===== src/audio_route_consts.svh =====
`ifndef AUDIO_ROUTE_CONSTS_SVH
`define AUDIO_ROUTE_CONSTS_SVH

// Register indices; byte address is four times the index.
`define IDX_FRAME_RATE   16'h40eb
`define IDX_OUT_ROUTE    16'h40f3
`define IDX_PIN_ROLE     16'h40f4
`define IDX_RUN          16'h40f6
`define IDX_SERIAL_RATE  16'h40f8
`define IDX_ENGINE_STAT  16'h40f9

// Writable field masks.
`define MASK_FRAME_RATE  8'h0f
`define MASK_OUT_ROUTE   8'h0f
`define MASK_PIN_ROLE    8'h0f
`define MASK_RUN         8'h01
`define MASK_SERIAL_RATE 8'h07

// Reset values.
`define RST_FRAME_RATE   8'h00
`define RST_OUT_ROUTE    8'h00
`define RST_PIN_ROLE     8'h00
`define RST_RUN          8'h00
`define RST_SERIAL_RATE  8'h00

// Pin role bit positions.
`define PIN_FRAME_CLK    3
`define PIN_BIT_CLK      2
`define PIN_SDATA_OUT    1
`define PIN_SDATA_IN     0

// Period of each rate in ticks of the four-times base rate; zero means none.
`define QT_X4            5'h01
`define QT_X2            5'h02
`define QT_X1            5'h04
`define QT_D1P5          5'h06
`define QT_D2            5'h08
`define QT_D3            5'h0c
`define QT_D4            5'h10
`define QT_D6            5'h18
`define QT_NONE          5'h00

// Engine frame-rate codes that follow the serial port rates.
`define FR_SERIAL_IN     4'h7
`define FR_SERIAL_OUT    4'h8

`define SAMPLE_W         24
`define SLOT_COUNT       8
`endif


===== src/audio_route_pkg.sv =====
package audio_route_pkg;
	typedef enum logic [2:0] {
		ENG_STANDBY = 3'b001,
		ENG_ARMED   = 3'b010,
		ENG_RUNNING = 3'b100
	} engine_state_t;

	typedef logic [23:0] sample_t;
endpackage


===== src/frame_pacer.sv =====
`include "audio_route_consts.svh"

// Divides the four-times base rate tick down to a frame pulse.
module frame_pacer (
	// Clock and reset.
	input  wire logic       pclk,
	input  wire logic       presetn,
	// Rate tick and period in ticks, zero stops pulses.
	input  wire logic       quad_tick,
	input  wire logic [4:0] period,
	// One-cycle frame pulse.
	output logic            frame_pulse
);
	logic [4:0] count_reg;
	logic [4:0] count_next;
	logic       pulse_next;
	wire        wrap = quad_tick && (count_reg + 5'h01 >= period);

	// A period of zero clears the counter to zero so that a later rate starts clean.
	assign count_next = (period == `QT_NONE) ? 5'h00 :
	                    !quad_tick ? count_reg :
	                    wrap ? 5'h00 : count_reg + 5'h01;
	assign pulse_next = (period != `QT_NONE) && wrap;

	// Count and pulse registers.
	always_ff @(posedge pclk or negedge presetn) begin
		if (!presetn) begin
			count_reg   <= 5'h00;
			frame_pulse <= 1'b0;
		end else begin
			count_reg   <= count_next;
			frame_pulse <= pulse_next;
		end
	end
endmodule


===== src/audio_route_engine_ctrl.sv =====
// Local design decision: register access over APB.
`include "audio_route_consts.svh"

// Serial routing, pin role and engine run control behind an APB slave.
module audio_route_engine_ctrl (
	// Clock and reset.
	input  wire logic                 pclk,
	input  wire logic                 presetn,
	// APB slave.
	input  wire logic                 psel,
	input  wire logic                 penable,
	input  wire logic                 pwrite,
	input  wire logic [31:0]          paddr,
	input  wire logic [31:0]          pwdata,
	output logic [31:0]               prdata,
	output logic                      pready,
	output logic                      pslverr,
	// Rate tick at four times the base sample rate.
	input  wire logic                 quad_rate_tick,
	// ADC samples.
	input  wire logic [23:0]          adc_left,
	input  wire logic [23:0]          adc_right,
	input  wire logic                 adc_valid,
	// Engine stream in and out.
	input  wire logic [191:0]         engine_slot_data,
	input  wire logic                 engine_slot_valid,
	output logic [23:0]               engine_in_left,
	output logic [23:0]               engine_in_right,
	output logic                      engine_in_valid,
	// Engine control.
	output logic                      engine_frame_start,
	output logic                      engine_pc_enable,
	output logic                      engine_standby,
	// Serial output stream, eight slots; in ADC bypass slot 2p left and 2p+1 right unless route bit 3 swaps them.
	output logic [191:0]              tx_slot_data,
	output logic                      tx_slot_valid,
	output logic                      serial_frame_pulse,
	// Serial port pin drivers from the port logic.
	input  wire logic [3:0]           port_pin_out,
	input  wire logic [3:0]           port_pin_oe_n,
	// Engine auxiliary pin drivers, bit 3 aux_pin_zero down to bit 0 aux_pin_three.
	input  wire logic [3:0]           aux_pin_out,
	input  wire logic [3:0]           aux_pin_oe_n,
	// Pad side, bit 3 frame clock, 2 bit clock, 1 data out, 0 data in.
	input  wire logic [3:0]           pad_in,
	output logic [3:0]                pad_out,
	output logic [3:0]                pad_oe_n,
	output logic [3:0]                pin_is_aux,
	output logic [3:0]                port_pin_in,
	output logic [3:0]                aux_pin_in
);
	// Registers.
	logic [7:0] frame_rate_reg;
	logic [7:0] out_route_reg;
	logic [7:0] pin_role_reg;
	logic [7:0] run_reg;
	logic [7:0] serial_rate_reg;
	audio_route_pkg::engine_state_t state_reg;
	audio_route_pkg::engine_state_t state_next;
	logic [191:0] tx_slot_next;
	logic         tx_valid_next;

	// Period in quad ticks for a serial port rate code.
	function automatic logic [4:0] serial_period(input logic [2:0] code);
		logic [4:0] p;
		p = `QT_NONE;
		unique case (code)
			3'h0: p = `QT_X1;
			3'h1: p = `QT_D6;
			3'h2: p = `QT_D4;
			3'h3: p = `QT_D3;
			3'h4: p = `QT_D2;
			3'h5: p = `QT_D1P5;
			3'h6: p = `QT_X2;
			3'h7: p = `QT_NONE;
		endcase
		return p;
	endfunction

	// Period in quad ticks for an engine frame-rate code.
	function automatic logic [4:0] engine_period(input logic [3:0] code, input logic [2:0] ser);
		logic [4:0] p;
		p = `QT_NONE;
		unique case (code)
			4'h0: p = `QT_X2;
			4'h1: p = `QT_X1;
			4'h2: p = `QT_D1P5;
			4'h3: p = `QT_D2;
			4'h4: p = `QT_D3;
			4'h5: p = `QT_D4;
			4'h6: p = `QT_D6;
			4'h7: p = serial_period(ser);
			4'h8: p = serial_period(ser);
			4'h9: p = `QT_X4;
			default: p = `QT_NONE;
		endcase
		return p;
	endfunction

	// APB decode; one serial port so the input and output rates coincide.
	wire [15:0] reg_idx   = paddr[17:2];
	wire        addr_hit  = (paddr[31:18] == 14'h0000) && (paddr[1:0] == 2'b00);
	wire        hit_frame = addr_hit && (reg_idx == `IDX_FRAME_RATE);
	wire        hit_route = addr_hit && (reg_idx == `IDX_OUT_ROUTE);
	wire        hit_pin   = addr_hit && (reg_idx == `IDX_PIN_ROLE);
	wire        hit_run   = addr_hit && (reg_idx == `IDX_RUN);
	wire        hit_ser   = addr_hit && (reg_idx == `IDX_SERIAL_RATE);
	wire        hit_stat  = addr_hit && (reg_idx == `IDX_ENGINE_STAT);
	wire        mapped    = hit_frame | hit_route | hit_pin | hit_run | hit_ser | hit_stat;
	wire        setup_ph  = psel && !penable;
	wire        wr_acc    = psel && penable && pwrite && mapped;
	wire [7:0]  wbyte     = pwdata[7:0];
	wire [7:0]  stat_byte = {5'h00, state_reg};

	// Zero-wait slave: read data is caught in setup and shown in access.
	assign pready  = 1'b1;
	assign pslverr = psel && penable && !mapped;

	// Read mux; unused upper bits read zero.
	wire [7:0] rd_byte = hit_frame ? frame_rate_reg :
	                     hit_route ? out_route_reg :
	                     hit_pin   ? pin_role_reg :
	                     hit_run   ? run_reg :
	                     hit_ser   ? serial_rate_reg :
	                     hit_stat  ? stat_byte : 8'h00;

	// Read data register.
	always_ff @(posedge pclk or negedge presetn) begin
		if (!presetn) begin
			prdata <= 32'h0000_0000;
		end else if (setup_ph) begin
			prdata <= {24'h00_0000, rd_byte};
		end
	end

	// Register writes; reserved bits are masked out.
	// reserved bits masked
	always_ff @(posedge pclk or negedge presetn) begin
		if (!presetn) begin
			frame_rate_reg  <= `RST_FRAME_RATE;
			out_route_reg   <= `RST_OUT_ROUTE;
			pin_role_reg    <= `RST_PIN_ROLE;
			run_reg         <= `RST_RUN;
			serial_rate_reg <= `RST_SERIAL_RATE;
		end else if (wr_acc) begin
			if (hit_frame) frame_rate_reg <= wbyte & `MASK_FRAME_RATE;
			if (hit_route) out_route_reg <= wbyte & `MASK_OUT_ROUTE;
			if (hit_pin) pin_role_reg <= wbyte & `MASK_PIN_ROLE;
			if (hit_run) run_reg <= wbyte & `MASK_RUN;
			if (hit_ser) serial_rate_reg <= wbyte & `MASK_SERIAL_RATE;
		end
	end

	// Rate pacing for the engine and the serial port.
	// none codes give no pulse
	wire [4:0] eng_period = engine_period(frame_rate_reg[3:0], serial_rate_reg[2:0]);
	wire [4:0] ser_period = serial_period(serial_rate_reg[2:0]);
	wire       eng_pulse;

	frame_pacer u_engine_pacer (
		.pclk        (pclk),
		.presetn     (presetn),
		.quad_tick   (quad_rate_tick),
		.period      (eng_period),
		.frame_pulse (eng_pulse)
	);

	frame_pacer u_serial_pacer (
		.pclk        (pclk),
		.presetn     (presetn),
		.quad_tick   (quad_rate_tick),
		.period      (ser_period),
		.frame_pulse (serial_frame_pulse)
	);

	// Engine run state. Dropping run mid-frame cuts the frame short, which is
	// why software parks the frame rate at none before clearing run.
	wire run_bit = run_reg[0];
	always_comb begin
		state_next = state_reg;
		unique case (state_reg)
			audio_route_pkg::ENG_STANDBY: begin
				if (run_bit) state_next = audio_route_pkg::ENG_ARMED;
			end
			audio_route_pkg::ENG_ARMED: begin
				if (!run_bit) state_next = audio_route_pkg::ENG_STANDBY;
				else if (eng_pulse) state_next = audio_route_pkg::ENG_RUNNING;
			end
			audio_route_pkg::ENG_RUNNING: begin
				if (!run_bit) state_next = audio_route_pkg::ENG_STANDBY;
			end
			default: state_next = audio_route_pkg::ENG_STANDBY;
		endcase
	end

	// State register.
	always_ff @(posedge pclk or negedge presetn) begin
		if (!presetn) begin
			state_reg <= audio_route_pkg::ENG_STANDBY;
		end else begin
			state_reg <= state_next;
		end
	end

	// Engine controls follow the state; frames reach it only when enabled.
	// standby blocks frames
	wire eng_enabled = run_bit && (state_reg != audio_route_pkg::ENG_STANDBY);
	always_ff @(posedge pclk or negedge presetn) begin
		if (!presetn) begin
			engine_frame_start <= 1'b0;
			engine_pc_enable   <= 1'b0;
			engine_standby     <= 1'b1;
		end else begin
			engine_frame_start <= eng_pulse && eng_enabled;
			engine_pc_enable   <= state_next == audio_route_pkg::ENG_RUNNING;
			engine_standby     <= state_next == audio_route_pkg::ENG_STANDBY;
		end
	end

	// Output routing decode.
	wire [3:0] route      = out_route_reg[3:0];
	wire       via_engine = (route == 4'h0);
	wire       bypass     = route[0];
	wire [1:0] pair       = route[2:1];
	wire       swap       = route[3];
	wire [4:0] base_slot  = {2'b00, pair, 1'b0};

	// Slot contents; reserved even codes send nothing.
	always_comb begin
		tx_slot_next  = tx_slot_data;
		tx_valid_next = 1'b0;
		if (via_engine && engine_slot_valid) begin
			tx_slot_next  = engine_slot_data;
			tx_valid_next = 1'b1;
		end else if (bypass && adc_valid) begin
			tx_slot_next  = 192'h0;
			tx_slot_next[base_slot * 24 +: 24]         = swap ? adc_right : adc_left;
			tx_slot_next[(base_slot + 5'h01) * 24 +: 24] = swap ? adc_left : adc_right;
			tx_valid_next = 1'b1;
		end
	end

	// Serial stream and engine feed registers.
	always_ff @(posedge pclk or negedge presetn) begin
		if (!presetn) begin
			tx_slot_data    <= 192'h0;
			tx_slot_valid   <= 1'b0;
			engine_in_left  <= 24'h00_0000;
			engine_in_right <= 24'h00_0000;
			engine_in_valid <= 1'b0;
		end else begin
			tx_slot_data    <= tx_slot_next;
			tx_slot_valid   <= tx_valid_next;
			engine_in_left  <= adc_left;
			engine_in_right <= adc_right;
			engine_in_valid <= adc_valid && via_engine;
		end
	end

	// Pin roles: a one hands the pad to the engine auxiliary driver.
	// pin role muxing
	assign pin_is_aux  = pin_role_reg[3:0];
	assign pad_out     = (pin_is_aux & aux_pin_out) | (~pin_is_aux & port_pin_out);
	assign pad_oe_n    = (pin_is_aux & aux_pin_oe_n) | (~pin_is_aux & port_pin_oe_n);
	// Inputs of the unselected owner read zero so it sees no stray edges.
	assign aux_pin_in  = pad_in & pin_is_aux;
	assign port_pin_in = pad_in & ~pin_is_aux;

	// Assertions.
	a_route_engine: assert property (p_route_engine);
	property p_route_engine;
		@(posedge pclk) disable iff (!presetn)
		(via_engine && engine_slot_valid) |=> (tx_slot_valid && tx_slot_data == $past(engine_slot_data));
	endproperty

	a_route_straight: assert property (p_route_straight);
	property p_route_straight;
		@(posedge pclk) disable iff (!presetn)
		(route == 4'h3 && adc_valid) |=> (tx_slot_valid && tx_slot_data[71:48] == $past(adc_left)
			&& tx_slot_data[95:72] == $past(adc_right));
	endproperty

	a_route_swap: assert property (p_route_swap);
	property p_route_swap;
		@(posedge pclk) disable iff (!presetn)
		(route == 4'hf && adc_valid) |=> (tx_slot_data[167:144] == $past(adc_right)
			&& tx_slot_data[191:168] == $past(adc_left));
	endproperty

	a_route_reserved: assert property (p_route_reserved);
	property p_route_reserved;
		@(posedge pclk) disable iff (!presetn)
		(!route[0] && route != 4'h0) |=> !tx_slot_valid;
	endproperty

	a_pin_role: assert property (p_pin_role);
	property p_pin_role;
		@(posedge pclk) disable iff (!presetn)
		pin_role_reg[`PIN_BIT_CLK] |-> (pad_out[2] == aux_pin_out[2] && port_pin_in[2] == 1'b0);
	endproperty

	a_pin_write: assert property (p_pin_write);
	property p_pin_write;
		@(posedge pclk) disable iff (!presetn)
		(wr_acc && hit_pin) |=> (pin_is_aux == $past(pwdata[3:0]));
	endproperty

	a_run_start: assert property (p_run_start);
	property p_run_start;
		@(posedge pclk) disable iff (!presetn)
		(state_reg == audio_route_pkg::ENG_ARMED && run_bit && eng_pulse) |=> ##0 engine_pc_enable ##1 engine_pc_enable || !run_bit;
	endproperty

	a_run_wait: assert property (p_run_wait);
	property p_run_wait;
		@(posedge pclk) disable iff (!presetn)
		(state_reg == audio_route_pkg::ENG_ARMED && !eng_pulse) |=> !engine_pc_enable;
	endproperty

	a_standby: assert property (p_standby);
	property p_standby;
		@(posedge pclk) disable iff (!presetn)
		$fell(run_bit) |=> (engine_standby && !engine_frame_start)[*2];
	endproperty

	a_ser_rate: assert property (p_ser_rate);
	property p_ser_rate;
		@(posedge pclk) disable iff (!presetn)
		(serial_rate_reg[2:0] == 3'h7) |-> ##1 !serial_frame_pulse;
	endproperty

	a_frame_none: assert property (p_frame_none);
	property p_frame_none;
		@(posedge pclk) disable iff (!presetn)
		(frame_rate_reg[3:0] >= 4'ha)[*2] |-> !eng_pulse;
	endproperty

	a_reserved_bits: assert property (p_reserved_bits);
	property p_reserved_bits;
		@(posedge pclk) disable iff (!presetn)
		(psel && penable && !pwrite) |-> (prdata[31:4] == 28'h0);
	endproperty
endmodule


===== config.mk =====
export PLATFORM = sky130hd
export DESIGN_NAME = audio_route_engine_ctrl
export DESIGN_NICKNAME = d
export VERILOG_FILES = /design/src/audio_route_pkg.sv /design/src/frame_pacer.sv /design/src/audio_route_engine_ctrl.sv
export VERILOG_INCLUDE_DIRS = /design/src
export SDC_FILE = /design/constraint.sdc
export NUM_CORES = 1
export LEC_CHECK = 0
export ABC_AREA = 1
export BUFFER_PORTS_ARGS = -buffer_cell sky130_fd_sc_hd__buf_2
export CAP_MARGIN = 20
export CORE_AREA = 2 2 244 246
export CTS_BUF_LIST = sky130_fd_sc_hd__clkbuf_16
export DETAILED_ROUTE_END_ITERATION = 10
export DIE_AREA = 0 0 246 248
export PLACE_DENSITY = 0.56
export SETUP_SLACK_MARGIN = 0.2
export SYNTH_ARGS = -nofsm -noshare
export SYNTH_HDL_FRONTEND = slang
export SYNTH_SLANG_ARGS = --single-unit

===== constraint.sdc =====
create_clock -name pclk -period 4.1 [get_ports pclk]
set_clock_uncertainty 0.15 [all_clocks]
set_input_delay 0.205 -clock pclk [delete_from_list [all_inputs] [get_ports pclk]]
set_output_delay 0.205 -clock pclk [all_outputs]
set_load 0.02 [all_outputs]

==> results of run 1 <==
## metal layers
metal / vias up / global-route usage (%)
li1: 7932 / -
met1: 8210 / 31.6
met2: 798 / 42.0
met3: 116 / 4.21
met4: 0 / 8.18
met5: - / 0
## final cells by class
cell class	instances	area (um^2)	area share, %
Clock buffer	35	876	3.96
Inverter	155	592	2.68
Antenna cell	3	7.51	0.0339
Clock inverter	21	144	0.651
Tap cell	773	967	4.37
Timing Repair Buffer	881	5850	26.4
Multi-Input combinational cell	1352	6670	30.2
Sequential cell	280	7010	31.7
## kinds of logic after synthesis
logic type | synth area share (%)
multiplexers | 0.422
other | 0.0507
adder cells (fa/ha/maj) | 1.86
flip-flops | 47.3
XOR/XNOR | 0.355
buffers and inverters | 8.42
AND/OR/NAND/NOR | 26.1
AO/OA/AOI/OAI | 15.5
## stage by stage
stage | std cells | util (%) | setup slack, ns
detailed placement | 3191 | 31.8 | 0.862
floorplan | 1916 | - | 1.06
global placement | 3189 | 31.8 | 0.829
CTS | 3497 | 37.8 | 0.853
global route | 3498 | 37.8 | 0.626
finish | 3500 | 37.8 | 0.852
## path summary, 6_finish.rpt
check / from / slack [ns] / depth (start not counted) / to
worst max-delay path: out_route_reg[2] / 0.85 / 9 / tx_slot_data[132]
worst min-delay path: psel / 0.06 / 6 / run_reg[0]
worst max register to register: out_route_reg[2] / 0.85 / 9 / tx_slot_data[132]
worst min register to register: prdata[3] / 0.33 / 2 / prdata[3]
max in group asynchronous: presetn / 2.63 / 3 / tx_slot_data[17]
min in group asynchronous: presetn / 0.19 / 2 / tx_slot_data[188]
## cells in the mapped netlist, types with 9 or more instances
library cell,count,share of area (%)
buf_2,45,1.5
dfrtp_1,278,47
buf_4,33,1.7
clkbuf_1,43,1.1
nor3_1,12,0.41
ha_1,22,1.9
a21oi_1,49,1.7
nand4_1,47,2.0
o21ai_1,15,0.51
a31oi_1,28,1.2
o21ai_0,154,5.2
a22oi_1,10,0.51
nor2_1,140,3.5
o211ai_1,35,1.8
o22ai_1,51,2.2
nand2_1,519,13
o311ai_0,23,1.4
nand3_1,141,4.8
or2_2,21,0.89
inv_2,9,0.23
inv_1,146,3.7
## worst register-to-register path, stage by stage, from the launching register on
cell and delay [ns]:
dfrtp_1 0.48, inv_1 0.21, ha_1 0.33, ha_1 0.43, inv_1 0.12, nor2_1 0.13
nand3_1 0.10, nor2_2 0.71, nand3_1 0.29, a21oi_1 0.20
## repair_timing
| item | CTS | global route |
|---|---|---|
| endpoints found under the hold margin | 373 | 0 |
| gates resized for setup | 0 | 0 |
| hold buffers | 250 | 0 |
## power by group
group	internal [W]	switching, W
Clock	0.00166	0.00124
Combinational	0.000589	0.000902
Sequential	0.00294	0.000106
Total	0.00519	0.00225
==> flow_summary.ini, run 1 <==
[worst_setup_path]
worst-path-buf-inv = 2
path_cells = inv_1 > ha_1 > ha_1 > inv_1 > nor2_1 > nand3_1 > nor2_2 > nand3_1 > a21oi_1
startpoint_type = flip-flop
crit_family = simple AND/OR/NAND/NOR gates
critPathMaxStageDelay_ns = 0.71
crit_fanout = 16
crit_path_end_kind = flip-flop
arrival_ns = 3.56
cpMaxStageDelayCell = nor2_2
required_ns = 4.41
critPathKind = reg -> reg

[die]
core_um2 = 58500
die_w_um = 246
dieArea_um2 = 61000
ioPinCount = 632
row_count = 89
start_util_pct = 25.3
die_h_um = 248

[cts]
clk_pin_slew_ns = 0.06
cts-buffers-inserted = 34
cts.htree.levels = 2
cts_buffer_depth = 3
cts_sinks = 280
cts_setup_buffers = 0
clkLatencyLatePin_ns = 0.54
root_buffer = clkbuf_16
cts_tree = done

[global_routing]
grt_use_total_pct = 24.7
grt_pass1_vias = 16900
gr-total-overflow = 0
antenna_found_initial = 8
grt_max_degree = 109
grt_pass1_wl_um = 111000

[placed_design]
gp_congestion = 0.966
dp_hpwl_um = 59100
io_buffers = 574
placed_cell_area_um2 = 18600

[route]
wire_per_inst_um = 22.2
firstDrtPassIters = 5
dr_wl_met2_um = 37600
vias = 17100
highest_layer = met4
first_iter_violations = 1280
wl_met3_um = 5570
drt-met1-wl_um = 32200
routed_wl_um = 77800
ant_nets = 0
post-route-drc-count = 0
avgViaCountPerCell = 4.87

[synthesis]
synth-edff-count = 0
synth_seq_cells = 280
synthDistinctLibCells = 52
seq_area_frac_synth_pct = 47.3
synthFlopType = dfrtp_1
netlist_area_um2 = 14800
async_reset_ff_share_pct = 100
syn_area_per_cell_um2 = 7.84
synth_warnings = 0
netlist_instances = 1889

[flow_run]
cap_violations = 0

[final_layout]
final_cell_mix = 574 x buf_2, 519 x nand2_1, 277 x dfrtp_1, 250 x dlygate4sd3_1, 155 x inv_1
fin_nets = 3058
largestRegisters = tx_slot_data x192, engine_in_left x24, engine_in_right x24
num-fill-cells = 5998
synthToLayoutAreaGrowth_pct = 49.3
largest-register = tx_slot_data
largest_register_ffs = 192
final_common_cell = buf_2
drive_above_1_share_pct = 26.4
stdcell_area_um2 = 22100

[power_and_ir_drop]
power_density_nw_per_um2 = 336
p_leak_nw = 11.1
ir_drop_mv = 0.266
totalPowerFinal_w = 0.00743

[timing]
hold_viol = 0
min_period_ns = 3.25
slew_headroom_pct = 31.7
rsz0062_at_grt = no
hold_slack_ns = 0.0588
fin_crit_sh_pct = 79.2
clock.fmax_mhz = 308
setup-violations-final = 0
timing.setup.tns_ns = 0
drv_slew = 0
worstMarginPinSlew_ns = 1.02

[outcome]
run_status = finished, final reports clean

[worst_hold_path]
min_path_type = in -> reg
(Power assumes the default switching activity.)
==> run 2: changes to the inputs <==
- ABC_AREA: 1 -> 0
- CORE_AREA: 2 2 244 246 -> 2 2 246 248
- DIE_AREA: 0 0 246 248 -> 0 0 248 250
- clock period: 4.1 -> 2.7 ns (I/O delays scaled with it)
==> flow_summary.ini, run 2 <==
[synthesis]
synth_top_area_cell = dfrtp_1
synth-xor-area-share_pct = 0.548
async_reset_ff_share_pct = 100
synth.top_cell.area_share_pct = 48.4
synth-simple-area-share_pct = 16.4
synth_commonest_cells = 278 x dfrtp_1, 198 x nor2_1, 145 x a21oi_1
synth_compound_area_share_pct = 19.2
synth.area.top_cells = dfrtp_1 48%, nor2_1 5.2%, a21oi_1 5.0%
muxShareOfSynthArea_pct = 7.46
synthAdderAreaFrac_pct = 1.92
synth_seq_cells = 280
seq_area_frac_synth_pct = 48.8
synth_top_family_by_area = compound AO/OA/AOI/OAI gates
netlist_instances = 1472
synthFlopType = dfrtp_1
synthDistinctLibCells = 72
synth-edff-count = 0
synth_most_common_cell = dfrtp_1
netlist_area_um2 = 14400
synth_warnings = 0
syn_area_per_cell_um2 = 9.76

[route]
wire_per_inst_um = 24.0
ant_nets = 0
routed_wl_um = 76400
firstDrtPassIters = 5
first_iter_violations = 1002
avgViaCountPerCell = 5.00
post-route-drc-count = 0
vias = 15900

[final_layout]
final_common_cell = buf_2
largest-register = tx_slot_data
multiInputGateArea_um2 = 6940
final_cell_mix = 574 x buf_2, 275 x dfrtp_1, 259 x dlygate4sd3_1, 196 x nor2_1, 142 x a21oi_1
drive_above_1_share_pct = 36.5
largestRegisters = tx_slot_data x192, engine_in_left x24, engine_in_right x24
synthToLayoutAreaGrowth_pct = 59.2
num-fill-cells = 5938
fin_nets = 2722
largest_register_ffs = 192
seq_area_um2 = 7020
fin_util_pct = 38.4

[die]
die_h_um = 250
start_util_pct = 24.1
die_w_um = 248
row_count = 90
dieArea_um2 = 62000
core_um2 = 59600
ioPinCount = 632

[worst_setup_path]
crit_path_end_kind = flip-flop
regToRegStartpoint = serial_rate_reg[0]
reg2reg_depth = 11
rrSetupSlack_ns = 0.17
reg2reg_to = u_engine_pacer.count_reg[2]
startpoint_type = flip-flop
arrival_ns = 2.84
required_ns = 3.01
crit_fanout = 6
critPathKind = reg -> reg

[power_and_ir_drop]
ir_drop_mv = 0.333
power_frac_comb_pct = 21.3
totalPowerFinal_w = 0.0125
internal-power_w = 0.00868
power_density_nw_per_um2 = 545
switching_power_w = 0.00378
p_leak_nw = 10.3
seqPwrFrac_pct = 38.3
swShare_pct = 30.3
clock_power_share_pct = 40.5

[cts]
cts_buffer_depth = 3
clk_pin_slew_ns = 0.06
cts_sinks = 280
clkLatencyLatePin_ns = 0.55
root_buffer = clkbuf_16
cts.htree.levels = 2
cts-buffers-inserted = 36
cts_tree = done

[flow_run]
cap_violations = 0

[global_routing]
gr-total-overflow = 0
grt_use_total_pct = 24.0
grt_pass1_wl_um = 109000
grt_pass1_vias = 16300
antenna_found_initial = 8
grt_max_degree = 76

[placed_design]
place_ws_ns = -0.0247
dp_hpwl_um = 57500
gp_congestion = 0.864
io_buffers = 574

[timing]
min_period_ns = 2.53
clock.fmax_mhz = 395
setup-violations-final = 0
slew_headroom_pct = 52.1
setup_ws_ns = 0.166
hold_viol = 0
fin_crit_sh_pct = 93.9
rsz0062_at_grt = yes
worstMarginPinSlew_ns = 0.719
hold_slack_ns = 0.0489
drv_slew = 0

[worst_hold_path]
hold_end = prdata[2]
min_from = paddr[24]
min_path_type = in -> reg
hold_depth = 5

[outcome]
run_status = finished, final reports clean
## run 2: how the worst max path moves through the flow
stage,start,end,slack (ns)
finish,serial_rate_reg[0],u_engine_pacer.count_reg[2],0.17
global route,serial_rate_reg[0],u_engine_pacer.count_reg[2],0.06
CTS,out_route_reg[2],tx_slot_data[120],0.17
detailed placement,serial_rate_reg[1],u_engine_pacer.count_reg[1],-0.02
global placement,serial_rate_reg[1],u_engine_pacer.count_reg[4],0.04
floorplan,out_route_reg[1],tx_slot_data[100],0.20
## run 2: cells by family (layout without fill, tap and decap cells)
kind of cell,after synthesis,in the layout
buffers and inverters,155,1050
muxes,92,92
adders and majority gates,22,22
AOI/OAI and AO/OA,433,433
xor gates and xnor gates,9,9
and+or+nand+nor,479,479
other,2,33
DFF,280,280
## run 2: worst max-delay path: stages (launching register included)
cell	delay, ns
dfrtp_1	0.38
inv_1	0.11
ha_4	0.23
nand2b_4	0.08
a311oi_2	0.09
o32a_1	0.32
ha_1	0.30
a21oi_1	0.14
o21ai_1	0.12
a31oi_4	0.26
nand3_1	0.15
a21oi_2	0.15
## run 2: cell type report
cell class	instances	share of cell area [%]
sequential	280	30.7
clock inverter	26	1.17
multi-input combinational	1064	30.4
inverter	18	0.334
tap	782	4.28
antenna	4	0.0438
timing repair buffer	968	29.0
clock buffer	38	4.16
## run 2: stage by stage
stage,area (um^2),setup TNS [ns],std cells
6_report,22900,0,3180
5_1_grt,22900,0,3178
4_1_cts,22600,0,3164
3_5_place_dp,18700,-0.0461,2836
3_3_place_gp,18700,0,2836
2_1_floorplan,14600,0,1499
## run 2: per-layer routing
metal  up-vias  part of all wire, %  GRT usage, %  routed length [um]
met1      7893                   41          30.4               31500
met2       721                   48          40.3               36900
met5         -                0.072             0                  55
li1       7119                    -             -                   -
met4         8                  3.9          8.93                2940
met3       149                  6.6          4.57                5020
## run 2: power groups by stage
stage	clock (W)	sequential [W]	combinational [W]
2_1_floorplan	0	0.00518	0.000786
3_3_place_gp	0	0.00482	0.00226
3_5_place_dp	0	0.00483	0.00228
4_1_cts	0.00516	0.00476	0.00263
5_1_grt	0.00532	0.00480	0.00286
6_report	0.00504	0.00477	0.00265
## run 2: what timing repair did
action / CTS / global route
setup endpoints to repair: 115 / 100
endpoints found under the hold margin: 505 / 0
setup buffers: 5 / 12
hold buffers: 259 / 0
pin swaps: 8 / 3
resized for setup: 21 / 31
==> run 3: changes to the inputs <==
- ABC_AREA: 0 -> 1
- CORE_AREA: 2 2 246 248 -> 2 2 243 245
- DIE_AREA: 0 0 248 250 -> 0 0 245 247
- PLACE_DENSITY: 0.56 -> 0.58
==> flow_summary.ini, run 3 (synthesized netlist as in run 1, its figures left out) <==
[die]
die_h_um = 247
die_w_um = 245
start_util_pct = 25.4
dieArea_um2 = 60500
core_um2 = 58200
ioPinCount = 632
row_count = 89

[cts]
cts_sinks = 280
root_buffer = clkbuf_16
clkLatencyLatePin_ns = 0.57
clk_pin_slew_ns = 0.06
cts_buffer_depth = 3
cts_tree = done
cts.htree.levels = 2
cts-buffers-inserted = 36

[worst_hold_path]
min_path_type = in -> reg
hold_depth = 5

[final_layout]
fin_util_pct = 40.0
largest_register_ffs = 192
drive_above_1_share_pct = 30.4
fin_nets = 3133
multiInputGateArea_um2 = 6970
stdcell_area_um2 = 23300
largest-register = tx_slot_data
final_common_cell = buf_2
largestRegisters = tx_slot_data x192, engine_in_left x24, engine_in_right x24
synthToLayoutAreaGrowth_pct = 57.2
seq_area_um2 = 7020
num-fill-cells = 5956
final_cell_mix = 573 x buf_2, 512 x nand2_1, 273 x dfrtp_1, 254 x dlygate4sd3_1, 146 x inv_1

[worst_setup_path]
crit_fanout = 16
reg2reg_depth = 9
startpoint_type = flip-flop
required_ns = 3.01
crit_path_end_kind = flip-flop
arrival_ns = 2.79
critPathKind = reg -> reg

[global_routing]
gr-total-overflow = 0
antenna_found_initial = 6
grt_pass1_wl_um = 113000
grt_use_total_pct = 25.5
grt_max_degree = 90
grt_pass1_vias = 17000

[route]
vias = 17200
avgViaCountPerCell = 4.81
wire_per_inst_um = 22.2
routed_wl_um = 79700
post-route-drc-count = 0
ant_nets = 0
firstDrtPassIters = 6
first_iter_violations = 1237

[timing]
fin_crit_sh_pct = 91.9
setup_ws_ns = 0.218
setup-violations-final = 0
worstMarginPinSlew_ns = 0.809
clock.fmax_mhz = 403
hold_viol = 0
drv_slew = 0
timing.setup.tns_ns = 0
min_period_ns = 2.48
rsz0062_at_grt = yes
slew_headroom_pct = 45.5

[placed_design]
io_buffers = 574
dp_hpwl_um = 60200
place_ws_ns = 0.165
placed_cell_area_um2 = 19200
gp_congestion = 0.914

[power_and_ir_drop]
totalPowerFinal_w = 0.0121
power_density_nw_per_um2 = 519
p_leak_nw = 11.6
ir_drop_mv = 0.431

[outcome]
run_status = finished, final reports clean

[flow_run]
cap_violations = 0
==> run 3: cell types whose count changed in the layout (fill, tap and decap cells not counted), sizes merged, moves of 36 or more <==
cell	previous run	this run
a221o	36	0
mux2i	52	4
nand2	69	521
a21oi	145	49
inv	21	164
nor2	200	144
nand3	18	142
o21ai	90	169
nand4	6	47
nor3	70	14
==> run 3: timing repair <==
action	CTS	global route
setup endpoints to repair	24	84
resized for setup	7	56
pin swaps	2	8
hold endpoints to repair	550	0
buffers inserted	1	9
gates cloned	1	0
hold buffers	254	0
==> run 3: layout make-up <==
| cell class | count | share of cell area (%) |
|---|---|---|
| multi-input combinational | 1352 | 29.9 |
| clock buffer | 37 | 3.98 |
| inverter | 155 | 2.59 |
| sequential | 280 | 30.1 |
| clock inverter | 27 | 1.18 |
| timing repair buffer | 954 | 28.0 |
| tap | 773 | 4.15 |
| antenna | 2 | 0.0215 |
==> run 3: per-layer routing <==
layer	GRT usage (%)	vias up	share of wire (%)
li1	-	8087	-
met2	42.9	731	48
met1	33.3	8249	43
met4	8.30	4	3.5
met5	0	-	0.038
met3	4.30	150	6.0
==> run 3: metrics by stage <==
stage | hold slack [ns] | instances
after floorplan | -0.311 | 1916
after global placement | -0.0216 | 3248
after detailed placement | -0.0171 | 3249
after CTS | 0.00509 | 3569
after global routing | 0.0899 | 3580
final | 0.0317 | 3580
==> run 3: worst max-delay path: stages, from the launching register on <==
cell and delay, ns:
dfrtp_2 0.41, inv_2 0.16, ha_4 0.30, nor2_2 0.19, buf_6 0.20, nand3_1 0.16, a31oi_4 0.21, buf_6 0.18
nand4_1 0.18, o211ai_1 0.22
==> run 3: path summary, 6_finish.rpt <==
path,start,end,slack (ns)
max,out_route_reg[1],tx_slot_data[18],0.22
min,psel,serial_rate_reg[1],0.03
max reg2reg,out_route_reg[1],tx_slot_data[18],0.22
min reg2reg,run_reg[0],engine_standby,0.32
max in group asynchronous,presetn,tx_slot_data[108],0.43
min in group asynchronous,presetn,tx_slot_data[141],0.51
==> run 3: where the power goes <==
part           internal, W  leakage, nW  total, W  switching [W]
Sequential         0.00446         3.58   0.00462       0.000160
Clock              0.00299        0.610   0.00503        0.00205
Combinational      0.00100         7.37   0.00244        0.00144
